## config.mk

```make
export PLATFORM = sky130hd
export DESIGN_NAME = dma_ctrl
export DESIGN_NICKNAME = d
export VERILOG_FILES = /design/src/inc/dma_pkg.sv /design/src/logic/dma_ctrl.sv
export SDC_FILE = /design/constraint.sdc
export NUM_CORES = 2
export LEC_CHECK = 0
export BUFFER_PORTS_ARGS = -buffer_cell sky130_fd_sc_hd__buf_2
export CORE_MARGIN = 2
export CORE_UTILIZATION = 48
export CTS_CLUSTER_DIAMETER = 50
export CTS_CLUSTER_SIZE = 20
export DETAILED_ROUTE_END_ITERATION = 16
export HOLD_SLACK_MARGIN = 0.05
export PLACE_DENSITY = 0.72
export SYNTH_ARGS = -nofsm -noshare
export SYNTH_HDL_FRONTEND = slang
export SYNTH_SLANG_ARGS = --single-unit
```

## constraint.sdc

```tcl
create_clock -name clk_i -period 7.1 [get_ports clk_i]
set_input_delay 1.42 -clock clk_i [delete_from_list [all_inputs] [get_ports clk_i]]
set_output_delay 1.42 -clock clk_i [all_outputs]
set_load 0.05 [all_outputs]
```

## src/inc/dma_pkg.sv

```systemverilog
package dma_pkg;
  // ----------------------------------------------------------------
  // geometry
  // ----------------------------------------------------------------
  localparam int NCH = 4;
  localparam int AW  = 24;
  localparam int CW  = 18;
  localparam int ADW = 8;

  // ----------------------------------------------------------------
  // register map: adr[7] global, adr[6:5] channel, adr[4:0] offset
  // ----------------------------------------------------------------
  localparam int          GLB_BIT  = 7;
  localparam int          CH_LSB   = 5;
  localparam logic [4:0]  OFF_CTRL = 5'h00;
  localparam logic [4:0]  OFF_SRC  = 5'h04;
  localparam logic [4:0]  OFF_DST  = 5'h08;
  localparam logic [4:0]  OFF_BLK  = 5'h0c;
  localparam logic [4:0]  OFF_REP  = 5'h10;
  localparam logic [4:0]  OFF_STAT = 5'h14;
  localparam logic [4:0]  OFF_PRIO = 5'h00;

  // ctrl fields
  localparam int C_START = 0;
  localparam int C_SWREQ = 1;
  localparam int C_BURST = 2;
  localparam int C_SMODE = 4;
  localparam int C_DMODE = 6;
  localparam int C_SRLD  = 8;
  localparam int C_DRLD  = 10;
  localparam int C_TRIG  = 12;
  localparam int C_LINK  = 14;
  localparam int C_CRC   = 15;
  localparam int C_IEDN  = 16;
  localparam int C_IEER  = 17;

  // stat fields
  localparam int S_BUSY = 0;
  localparam int S_DONE = 1;
  localparam int S_ERR  = 2;

  // reset values
  localparam logic [CW-1:0] CTRL_RST = 18'h00000;
  localparam logic [15:0]   BLK_RST  = 16'h0001;
  localparam logic [7:0]    REP_RST  = 8'h01;

  typedef enum logic [1:0] {
    AM_FIXED = 2'b00,
    AM_INC   = 2'b01,
    AM_DEC   = 2'b10
  } amode_type;

  typedef enum logic [1:0] {
    RL_NONE  = 2'b00,
    RL_BURST = 2'b01,
    RL_BLOCK = 2'b10,
    RL_TXN   = 2'b11
  } reload_type;

  typedef enum logic [1:0] {
    TR_SW     = 2'b00,
    TR_PERIPH = 2'b01,
    TR_EVENT  = 2'b10
  } trig_type;

  typedef enum logic [1:0] {
    ST_IDLE = 2'b00,
    ST_RD   = 2'b01,
    ST_WR   = 2'b10
  } state_type;
endpackage

```

## src/logic/dma_ctrl.sv

```systemverilog
`timescale 1ns/1ps
module dma_ctrl #(
  parameter int AW = dma_pkg::AW
) (
  input  wire logic                     clk_i,
  input  wire logic                     rst_i,
  input  wire logic [dma_pkg::ADW-1:0]  adr_i,
  input  wire logic [31:0]              dat_i,
  output logic      [31:0]              dat_o,
  input  wire logic                     we_i,
  input  wire logic [3:0]               sel_i,
  input  wire logic                     cyc_i,
  input  wire logic                     stb_i,
  output logic                          ack_o,
  output logic                          rd_req_o,
  output logic      [AW-1:0]            rd_addr_o,
  input  wire logic [7:0]               rd_data_i,
  input  wire logic                     rd_ack_i,
  input  wire logic                     rd_err_i,
  output logic                          wr_req_o,
  output logic      [AW-1:0]            wr_addr_o,
  output logic      [7:0]               wr_data_o,
  input  wire logic                     wr_ack_i,
  input  wire logic                     wr_err_i,
  input  wire logic [dma_pkg::NCH-1:0]  periph_req_i,
  input  wire logic [dma_pkg::NCH-1:0]  event_i,
  output logic      [dma_pkg::NCH-1:0]  irq_o,
  output logic                          crc_valid_o,
  output logic      [7:0]               crc_data_o
);
  localparam int NCH = dma_pkg::NCH;
  localparam int CW  = dma_pkg::CW;

  // ----------------------------------------------------------------
  // storage
  // ----------------------------------------------------------------
  logic [CW-1:0]         ctrl_r [NCH];
  logic [AW-1:0]         src_r  [NCH];
  logic [AW-1:0]         dst_r  [NCH];
  logic [15:0]           blk_r  [NCH];
  logic [7:0]            rep_r  [NCH];
  logic                  rr_r;
  logic [AW-1:0]         csrc_r [NCH];
  logic [AW-1:0]         cdst_r [NCH];
  logic [16:0]           bleft_r[NCH];
  logic [8:0]            rleft_r[NCH];
  logic [NCH-1:0]        active_r;
  logic [NCH-1:0]        pend_r;
  logic [NCH-1:0]        done_r;
  logic [NCH-1:0]        err_r;
  dma_pkg::state_type    state_r;
  logic [1:0]            ch_r;
  logic [1:0]            last_r;
  logic [3:0]            bcnt_r;

  // ----------------------------------------------------------------
  // bus decode
  // ----------------------------------------------------------------
  logic                  acc;
  logic                  wacc;
  logic                  glb;
  logic [1:0]            wch;
  logic [4:0]            off;
  logic [NCH-1:0]        start_w;
  logic [NCH-1:0]        swreq_w;
  logic [NCH-1:0]        clr_dn;
  logic [NCH-1:0]        clr_er;
  logic [31:0]           rdat;

  assign acc = cyc_i & stb_i & ~ack_o;
  // writes land at the edge where the master sees ack, never earlier
  assign wacc = cyc_i & stb_i & we_i & ack_o;
  assign glb = adr_i[dma_pkg::GLB_BIT];
  assign wch = adr_i[dma_pkg::CH_LSB +: 2];
  assign off = adr_i[4:0];

  function automatic logic [31:0] merge(input logic [31:0] o, input logic [31:0] n,
                                        input logic [3:0] s);
    logic [31:0] r;
    r = o;
    for (int b = 0; b < 4; b++) begin
      if (s[b]) begin
        r[8*b +: 8] = n[8*b +: 8];
      end
    end
    return r;
  endfunction

  always_comb begin
    start_w = '0;
    swreq_w = '0;
    clr_dn  = '0;
    clr_er  = '0;
    if (wacc && !glb) begin
      if (off == dma_pkg::OFF_CTRL && sel_i[0]) begin
        start_w[wch] = dat_i[dma_pkg::C_START];
        swreq_w[wch] = dat_i[dma_pkg::C_SWREQ];
      end
      if (off == dma_pkg::OFF_STAT && sel_i[0]) begin
        clr_dn[wch] = dat_i[dma_pkg::S_DONE];
        clr_er[wch] = dat_i[dma_pkg::S_ERR];
      end
    end
  end

  always_comb begin
    rdat = '0;
    if (glb) begin
      if (off == dma_pkg::OFF_PRIO) begin
        rdat[0] = rr_r;
      end
    end else begin
      unique case (off)
        dma_pkg::OFF_CTRL: begin
          rdat[CW-1:0] = ctrl_r[wch];
          rdat[dma_pkg::C_START] = active_r[wch];
          rdat[dma_pkg::C_SWREQ] = pend_r[wch];
        end
        dma_pkg::OFF_SRC:  rdat[AW-1:0] = src_r[wch];
        dma_pkg::OFF_DST:  rdat[AW-1:0] = dst_r[wch];
        dma_pkg::OFF_BLK:  rdat[15:0] = blk_r[wch];
        dma_pkg::OFF_REP:  rdat[7:0] = rep_r[wch];
        dma_pkg::OFF_STAT: rdat[2:0] = {err_r[wch], done_r[wch], active_r[wch]};
        default:           rdat = '0;
      endcase
    end
  end

  // ----------------------------------------------------------------
  // wishbone slave: ack one cycle after the request, unmapped reads 0
  // ----------------------------------------------------------------
  always_ff @(posedge clk_i) begin
    if (rst_i) begin
      ack_o <= 1'b0;
      dat_o <= '0;
    end else begin
      ack_o <= acc;
      dat_o <= acc ? rdat : '0;
    end
  end

  // per-channel configuration, separate copy for each channel, plus the global priority bit
  always_ff @(posedge clk_i) begin
    if (rst_i) begin
      rr_r <= 1'b0;
      for (int c = 0; c < NCH; c++) begin
        ctrl_r[c] <= dma_pkg::CTRL_RST;
        src_r[c]  <= '0;
        dst_r[c]  <= '0;
        blk_r[c]  <= dma_pkg::BLK_RST;
        rep_r[c]  <= dma_pkg::REP_RST;
      end
    end else if (wacc) begin
      if (glb) begin
        if (off == dma_pkg::OFF_PRIO && sel_i[0]) begin
          rr_r <= dat_i[0];
        end
      end else begin
        unique case (off)
          dma_pkg::OFF_CTRL: ctrl_r[wch] <= CW'(merge(32'(ctrl_r[wch]), dat_i, sel_i));
          dma_pkg::OFF_SRC:  src_r[wch] <= AW'(merge(32'(src_r[wch]), dat_i, sel_i));
          dma_pkg::OFF_DST:  dst_r[wch] <= AW'(merge(32'(dst_r[wch]), dat_i, sel_i));
          dma_pkg::OFF_BLK:  blk_r[wch] <= 16'(merge(32'(blk_r[wch]), dat_i, sel_i));
          dma_pkg::OFF_REP:  rep_r[wch] <= 8'(merge(32'(rep_r[wch]), dat_i, sel_i));
          default: ;
        endcase
      end
    end
  end

  // ----------------------------------------------------------------
  // arbitration
  // ----------------------------------------------------------------
  logic [NCH-1:0] cand;
  logic [NCH-1:0] trg_w;
  logic           gv;
  logic [1:0]     gch;
  logic [1:0]     idx;

  always_comb begin
    for (int c = 0; c < NCH; c++) begin
      unique case (dma_pkg::trig_type'(ctrl_r[c][dma_pkg::C_TRIG +: 2]))
        dma_pkg::TR_PERIPH: trg_w[c] = active_r[c] & periph_req_i[c];
        dma_pkg::TR_EVENT:  trg_w[c] = active_r[c] & event_i[c];
        default:            trg_w[c] = 1'b0;
      endcase
      cand[c] = active_r[c] & (pend_r[c] | trg_w[c]);
    end
    gv  = 1'b0;
    gch = '0;
    idx = '0;
    for (int i = 0; i < NCH; i++) begin
      idx = rr_r ? 2'(last_r + 2'(i + 1)) : 2'(i);
      if (!gv && cand[idx]) begin
        gv  = 1'b1;
        gch = idx;
      end
    end
  end

  // ----------------------------------------------------------------
  // byte step helpers
  // ----------------------------------------------------------------
  function automatic logic [AW-1:0] step(input logic [AW-1:0] a, input logic [1:0] m);
    unique case (dma_pkg::amode_type'(m))
      dma_pkg::AM_INC: step = AW'(a + 1'b1);
      dma_pkg::AM_DEC: step = AW'(a - 1'b1);
      default:         step = a;
    endcase
  endfunction

  function automatic logic reload(input logic [1:0] m, input logic b, input logic k,
                                  input logic t);
    unique case (dma_pkg::reload_type'(m))
      dma_pkg::RL_BURST: reload = b;
      dma_pkg::RL_BLOCK: reload = k;
      dma_pkg::RL_TXN:   reload = t;
      default:           reload = 1'b0;
    endcase
  endfunction

  logic [CW-1:0] cc;
  logic          b_end;
  logic          k_end;
  logic          t_end;
  logic [AW-1:0] nsrc;
  logic [NCH-1:0] link_w;

  assign cc    = ctrl_r[ch_r];
  assign k_end = bleft_r[ch_r] == 17'h00001;
  assign b_end = bcnt_r == 4'h1 || k_end;
  assign t_end = k_end && rleft_r[ch_r] == 9'h001;
  assign nsrc  = reload(cc[dma_pkg::C_SRLD +: 2], b_end, k_end, t_end) ? src_r[ch_r]
                 : step(csrc_r[ch_r], cc[dma_pkg::C_SMODE +: 2]);

  always_comb begin
    link_w = '0;
    if (state_r == dma_pkg::ST_WR && wr_ack_i && !wr_err_i && t_end
        && cc[dma_pkg::C_LINK]) begin
      link_w[ch_r ^ 2'b01] = 1'b1;
    end
  end

  // ----------------------------------------------------------------
  // transfer engine and channel run state
  // ----------------------------------------------------------------
  always_ff @(posedge clk_i) begin
    if (rst_i) begin
      state_r   <= dma_pkg::ST_IDLE;
      ch_r      <= '0;
      last_r    <= '0;
      bcnt_r    <= '0;
      active_r  <= '0;
      pend_r    <= '0;
      done_r    <= '0;
      err_r     <= '0;
      rd_req_o  <= 1'b0;
      rd_addr_o <= '0;
      wr_req_o  <= 1'b0;
      wr_addr_o <= '0;
      wr_data_o <= '0;
      crc_valid_o <= 1'b0;
      crc_data_o  <= '0;
      for (int c = 0; c < NCH; c++) begin
        csrc_r[c]  <= '0;
        cdst_r[c]  <= '0;
        bleft_r[c] <= '0;
        rleft_r[c] <= '0;
      end
    end else begin
      crc_valid_o <= 1'b0;
      // set wins over software clear
      done_r <= done_r & ~clr_dn;
      err_r  <= err_r & ~clr_er;
      // a trigger seen while the engine is busy on another channel is kept, not lost
      pend_r <= pend_r | swreq_w | trg_w;
      unique case (state_r)
        dma_pkg::ST_IDLE: begin
          if (gv) begin
            ch_r      <= gch;
            last_r    <= gch;
            bcnt_r    <= 4'(4'h1 << ctrl_r[gch][dma_pkg::C_BURST +: 2]);
            rd_req_o  <= 1'b1;
            rd_addr_o <= csrc_r[gch];
            pend_r[gch] <= 1'b1;
            state_r   <= dma_pkg::ST_RD;
          end
        end
        dma_pkg::ST_RD: begin
          // read latency differs by target; the ack alone paces it
          if (rd_err_i) begin
            rd_req_o <= 1'b0;
            active_r[ch_r] <= 1'b0;
            err_r[ch_r] <= 1'b1;
            state_r <= dma_pkg::ST_IDLE;
          end else if (rd_ack_i) begin
            rd_req_o  <= 1'b0;
            wr_req_o  <= 1'b1;
            wr_addr_o <= cdst_r[ch_r];
            wr_data_o <= rd_data_i;
            state_r   <= dma_pkg::ST_WR;
          end
        end
        dma_pkg::ST_WR: begin
          if (wr_err_i) begin
            wr_req_o <= 1'b0;
            active_r[ch_r] <= 1'b0;
            err_r[ch_r] <= 1'b1;
            state_r <= dma_pkg::ST_IDLE;
          end else if (wr_ack_i) begin
            wr_req_o <= 1'b0;
            crc_valid_o <= cc[dma_pkg::C_CRC];
            crc_data_o  <= wr_data_o;
            csrc_r[ch_r] <= nsrc;
            cdst_r[ch_r] <= reload(cc[dma_pkg::C_DRLD +: 2], b_end, k_end, t_end)
                            ? dst_r[ch_r] : step(cdst_r[ch_r], cc[dma_pkg::C_DMODE +: 2]);
            bcnt_r <= 4'(bcnt_r - 1'b1);
            bleft_r[ch_r] <= 17'(bleft_r[ch_r] - 1'b1);
            if (k_end) begin
              bleft_r[ch_r] <= (blk_r[ch_r] == 16'h0000) ? 17'h10000 : 17'(blk_r[ch_r]);
              rleft_r[ch_r] <= 9'(rleft_r[ch_r] - 1'b1);
              pend_r[ch_r]  <= swreq_w[ch_r] | trg_w[ch_r];
            end
            if (t_end) begin
              active_r[ch_r] <= 1'b0;
              done_r[ch_r]   <= 1'b1;
            end
            if (b_end) begin
              // the burst is never split by another channel, so the grant is revisited only here and after a read or write error
              state_r <= dma_pkg::ST_IDLE;
            end else begin
              rd_req_o  <= 1'b1;
              rd_addr_o <= nsrc;
              state_r   <= dma_pkg::ST_RD;
            end
          end
        end
        default: state_r <= dma_pkg::ST_IDLE;
      endcase
      // a start overrides any step made above on the same channel
      for (int c = 0; c < NCH; c++) begin
        if (start_w[c] || link_w[c]) begin
          active_r[c] <= 1'b1;
          csrc_r[c]   <= src_r[c];
          cdst_r[c]   <= dst_r[c];
          bleft_r[c]  <= (blk_r[c] == 16'h0000) ? 17'h10000 : 17'(blk_r[c]);
          rleft_r[c]  <= (rep_r[c] == 8'h00) ? 9'h100 : 9'(rep_r[c]);
          pend_r[c]   <= swreq_w[c] | link_w[c];
        end
      end
    end
  end

  // ----------------------------------------------------------------
  // per-channel interrupt lines
  // ----------------------------------------------------------------
  always_ff @(posedge clk_i) begin
    if (rst_i) begin
      irq_o <= '0;
    end else begin
      for (int c = 0; c < NCH; c++) begin
        irq_o[c] <= (done_r[c] & ctrl_r[c][dma_pkg::C_IEDN])
                  | (err_r[c] & ctrl_r[c][dma_pkg::C_IEER]);
      end
    end
  end
endmodule // dma_ctrl

```

==> flow_metrics.tcl <==
set metrics [dict create \
    layout_min_cycle_time_ns 5.630 \
    cts_setup_buffers 0 \
    hold_ws_ns 0.4502 \
    mappedNetlistArea_sq_um 42560 \
    relSlewSlack 0.1100 \
    comb_power_share 0.085 \
    syn_to_final_growth_pct 12.51 \
    finalSetupViolations 0 \
    power.switching_mw 3.017 \
    io_buffers 155 \
    grt_overflow 0 \
    fill_cells 7353 \
    cts_tree "yes" \
    nNetsFinal 3884 \
    detail-route-antenna-nets 0 \
    synth_seq_cells 771 \
    avgSynthCellArea_sq_um 11.59 \
    dieArea_sq_um 91060 \
    synth-edff-count 648 \
    hold_violations 0 \
    rows 109 \
    clockBufferDepth 3 \
    setup_ws_ns 1.470 \
    cts_buffers 93 \
    critPathArrivalTime_ns 6.24 \
    layout_commonest_cell "edfxtp_1" \
    cp_cell_sequence "mux4_2, inv_1, ha_1, buf_4, ha_1, a21o_1, a21oi_1, or4_1, a21oi_1, o311ai_0, or3_1, a41oi_1, mux2i_1, a21oi_1" \
    hold_class "reg -> reg" \
    gp_congestion 0.9223 \
    vias_per_cell 6.835 \
    multi_input_area_sq_um 19150 \
    dr.pass1.iters 6 \
    postCtsHoldBufs 0 \
    grt_pass1_wl_um 216000 \
    rsz0062_at_grt "no" \
    crit_path_start_kind "flip-flop" \
    layout_common_cells "edfxtp_1 (648), nand2_1 (465), nor2_1 (393)" \
    htree_levels 3 \
    maxCapViolations 0 \
    ys_warn_count 0 \
    vias 34160 \
    ys_types 100 \
    cts_resized 0 \
    period_share 0.7930 \
    path_clk_slew_ns 0.07 \
    grt_pass1_vias 33230 \
    die_h_um 301.8 \
    synth_ff_type "edfxtp_1" \
    wire_per_inst_um 29.79 \
    p_clk_frac 0.457 \
    pin_count 173 \
    p_leak_nw 17.40 \
    maxSlewViolCount 0 \
    skew_ns 0.05103 \
    worstPathMaxFanout 31 \
    final-seq-area_sq_um 21930 \
    critical_path.top_delay_family "compound AO/OA/AOI/OAI gates" \
    dp_slack_ns 1.610 \
    tightest_slew_ns 1.323 \
    cts.sinks 771 \
    async_flop_share 0 \
    seqPwrFrac 0.457 \
    status "completed" \
    syn_inst 3671 \
    cp_common_cell "a21oi_1" \
    initial_utilization 0.4831 \
    cp-end-kind "flip-flop" \
    drtIter0Drc 5109 \
    p_int_mw 8.195 \
    die_w_um 301.8 \
    drive_gt1_frac 0.1958 \
    tns_ns 0 \
    slowest_stage "dfxtp_4" \
    drcViolationCount 0 \
    pwr_density_cell_nw_per_um2 234.2 \
    hpwl_um 94490 \
    clk-insertion-delay-late_ns 0.71 \
    cts_root_buffer "clkbuf_16" \
    ir_worst_vdd_v 0.0002381 \
    path_buf_inv 2 \
    max_freq_ghz 0.1776 \
    grtUsageTotal 0.3232 \
    antenna_found_initial 7 \
    crit_type "reg -> reg" \
    ys_seq_area_frac 0.5151 \
    core_area_sq_um 88100 \
    cp.required_ns 7.71 \
    grt_max_degree 65 \
    p_sw_frac 0.2691 \
    slowest_delay_ns 0.78 \
    wl_um 148900 \
]
-- final timing paths --
check | from | to | slack (ns) | cells past startpoint
max reg2reg | flip-flop | rd_addr_o[22]$_SDFFE_PP0P_ | 1.47 | 14
min | crc_data_o[0]$_SDFFE_PP0P_ | crc_data_o[0]$_SDFFE_PP0P_ | 0.45 | 2
max | flip-flop | rd_addr_o[22]$_SDFFE_PP0P_ | 1.47 | 14
min reg2reg | crc_data_o[0]$_SDFFE_PP0P_ | crc_data_o[0]$_SDFFE_PP0P_ | 0.45 | 2
-- synth_stat cells, drive strengths merged (26+ instances only) --
master  number  area share
a21o        69       0.012
a21oi      137       0.017
a22o       196       0.040
a22oi       46      0.0081
a31oi       51      0.0084
and3        40      0.0059
buf        105       0.014
clkbuf     167       0.015
dfxtp      123       0.058
edfxtp     648        0.46
ha          64       0.019
inv        116       0.010
mux2i       26      0.0061
mux4       242        0.13
nand2      473       0.042
nand2b      56      0.0082
nand3       71      0.0083
nor2       398       0.035
nor3        37      0.0047
nor4        43      0.0071
o21ai      213       0.027
xnor2       26      0.0054
-- state kept, by name, summed over array words and instances (netlist names), 8 cells and up, named ones only --
name	cells
rd_addr_o	24
wr_data_o	8
bleft_r	68
cdst_r	96
dat_o	24
dst_r	96
blk_r	64
crc_data_o	8
ctrl_r	64
rep_r	32
csrc_r	96
src_r	96
wr_addr_o	24
rleft_r	36
-- stage by stage --
step | area (sq um) | utilization | std cells | total power [mW]
floorplan | 42580 | - | 3678 | 5.788
global placement | 44490 | 0.5049 | 4819 | 6.130
detailed placement | 44490 | 0.5049 | 4819 | 6.146
CTS | 47880 | 0.5434 | 4995 | 11.19
global route | 47880 | 0.5435 | 4997 | 11.46
finish | 47880 | 0.5435 | 4997 | 11.21
-- layout make-up --
cell class                 count  share of cell area
clock buffer                 100             0.05002
timing repair buffer         248             0.03154
antenna                        2           0.0001045
tap                         1165             0.03044
clock inverter                76             0.02080
sequential                   771              0.4580
inverter                     117            0.009172
multi-input combinational   2518              0.3999
-- cell families after synthesis --
group,share of synthesized area
xor+xnor,0.008643
buf+inv,0.03881
simple gates,0.1291
other cells,0.00008811
flops,0.5151
mux,0.1372
fa+ha+maj,0.01976
compound gates,0.1513
-- power by group through the flow --
stage                     clock network [mW]  registers (mW)  logic [mW]
final                                   5.13            5.13       0.958
after global placement                     0            5.21       0.917
after global routing                    5.32            5.14       0.996
after detailed placement                   0            5.22       0.924
after CTS                               5.13            5.13       0.931
after floorplan                            0            5.24       0.551
-- tightest hold or removal path, cell delays in order (launching register included) --
cell and delay (ns):
dfxtp_1 0.30, nand2_1 0.05, a21oi_1 0.05
-- metal layers --
layer | share of wire | track usage
met5 | 0.00036 | 0
met3 | 0.14 | 0.09380
met2 | 0.46 | 0.5102
met1 | 0.33 | 0.3927
met4 | 0.072 | 0.2001
Power figures use the tool's default switching activity.
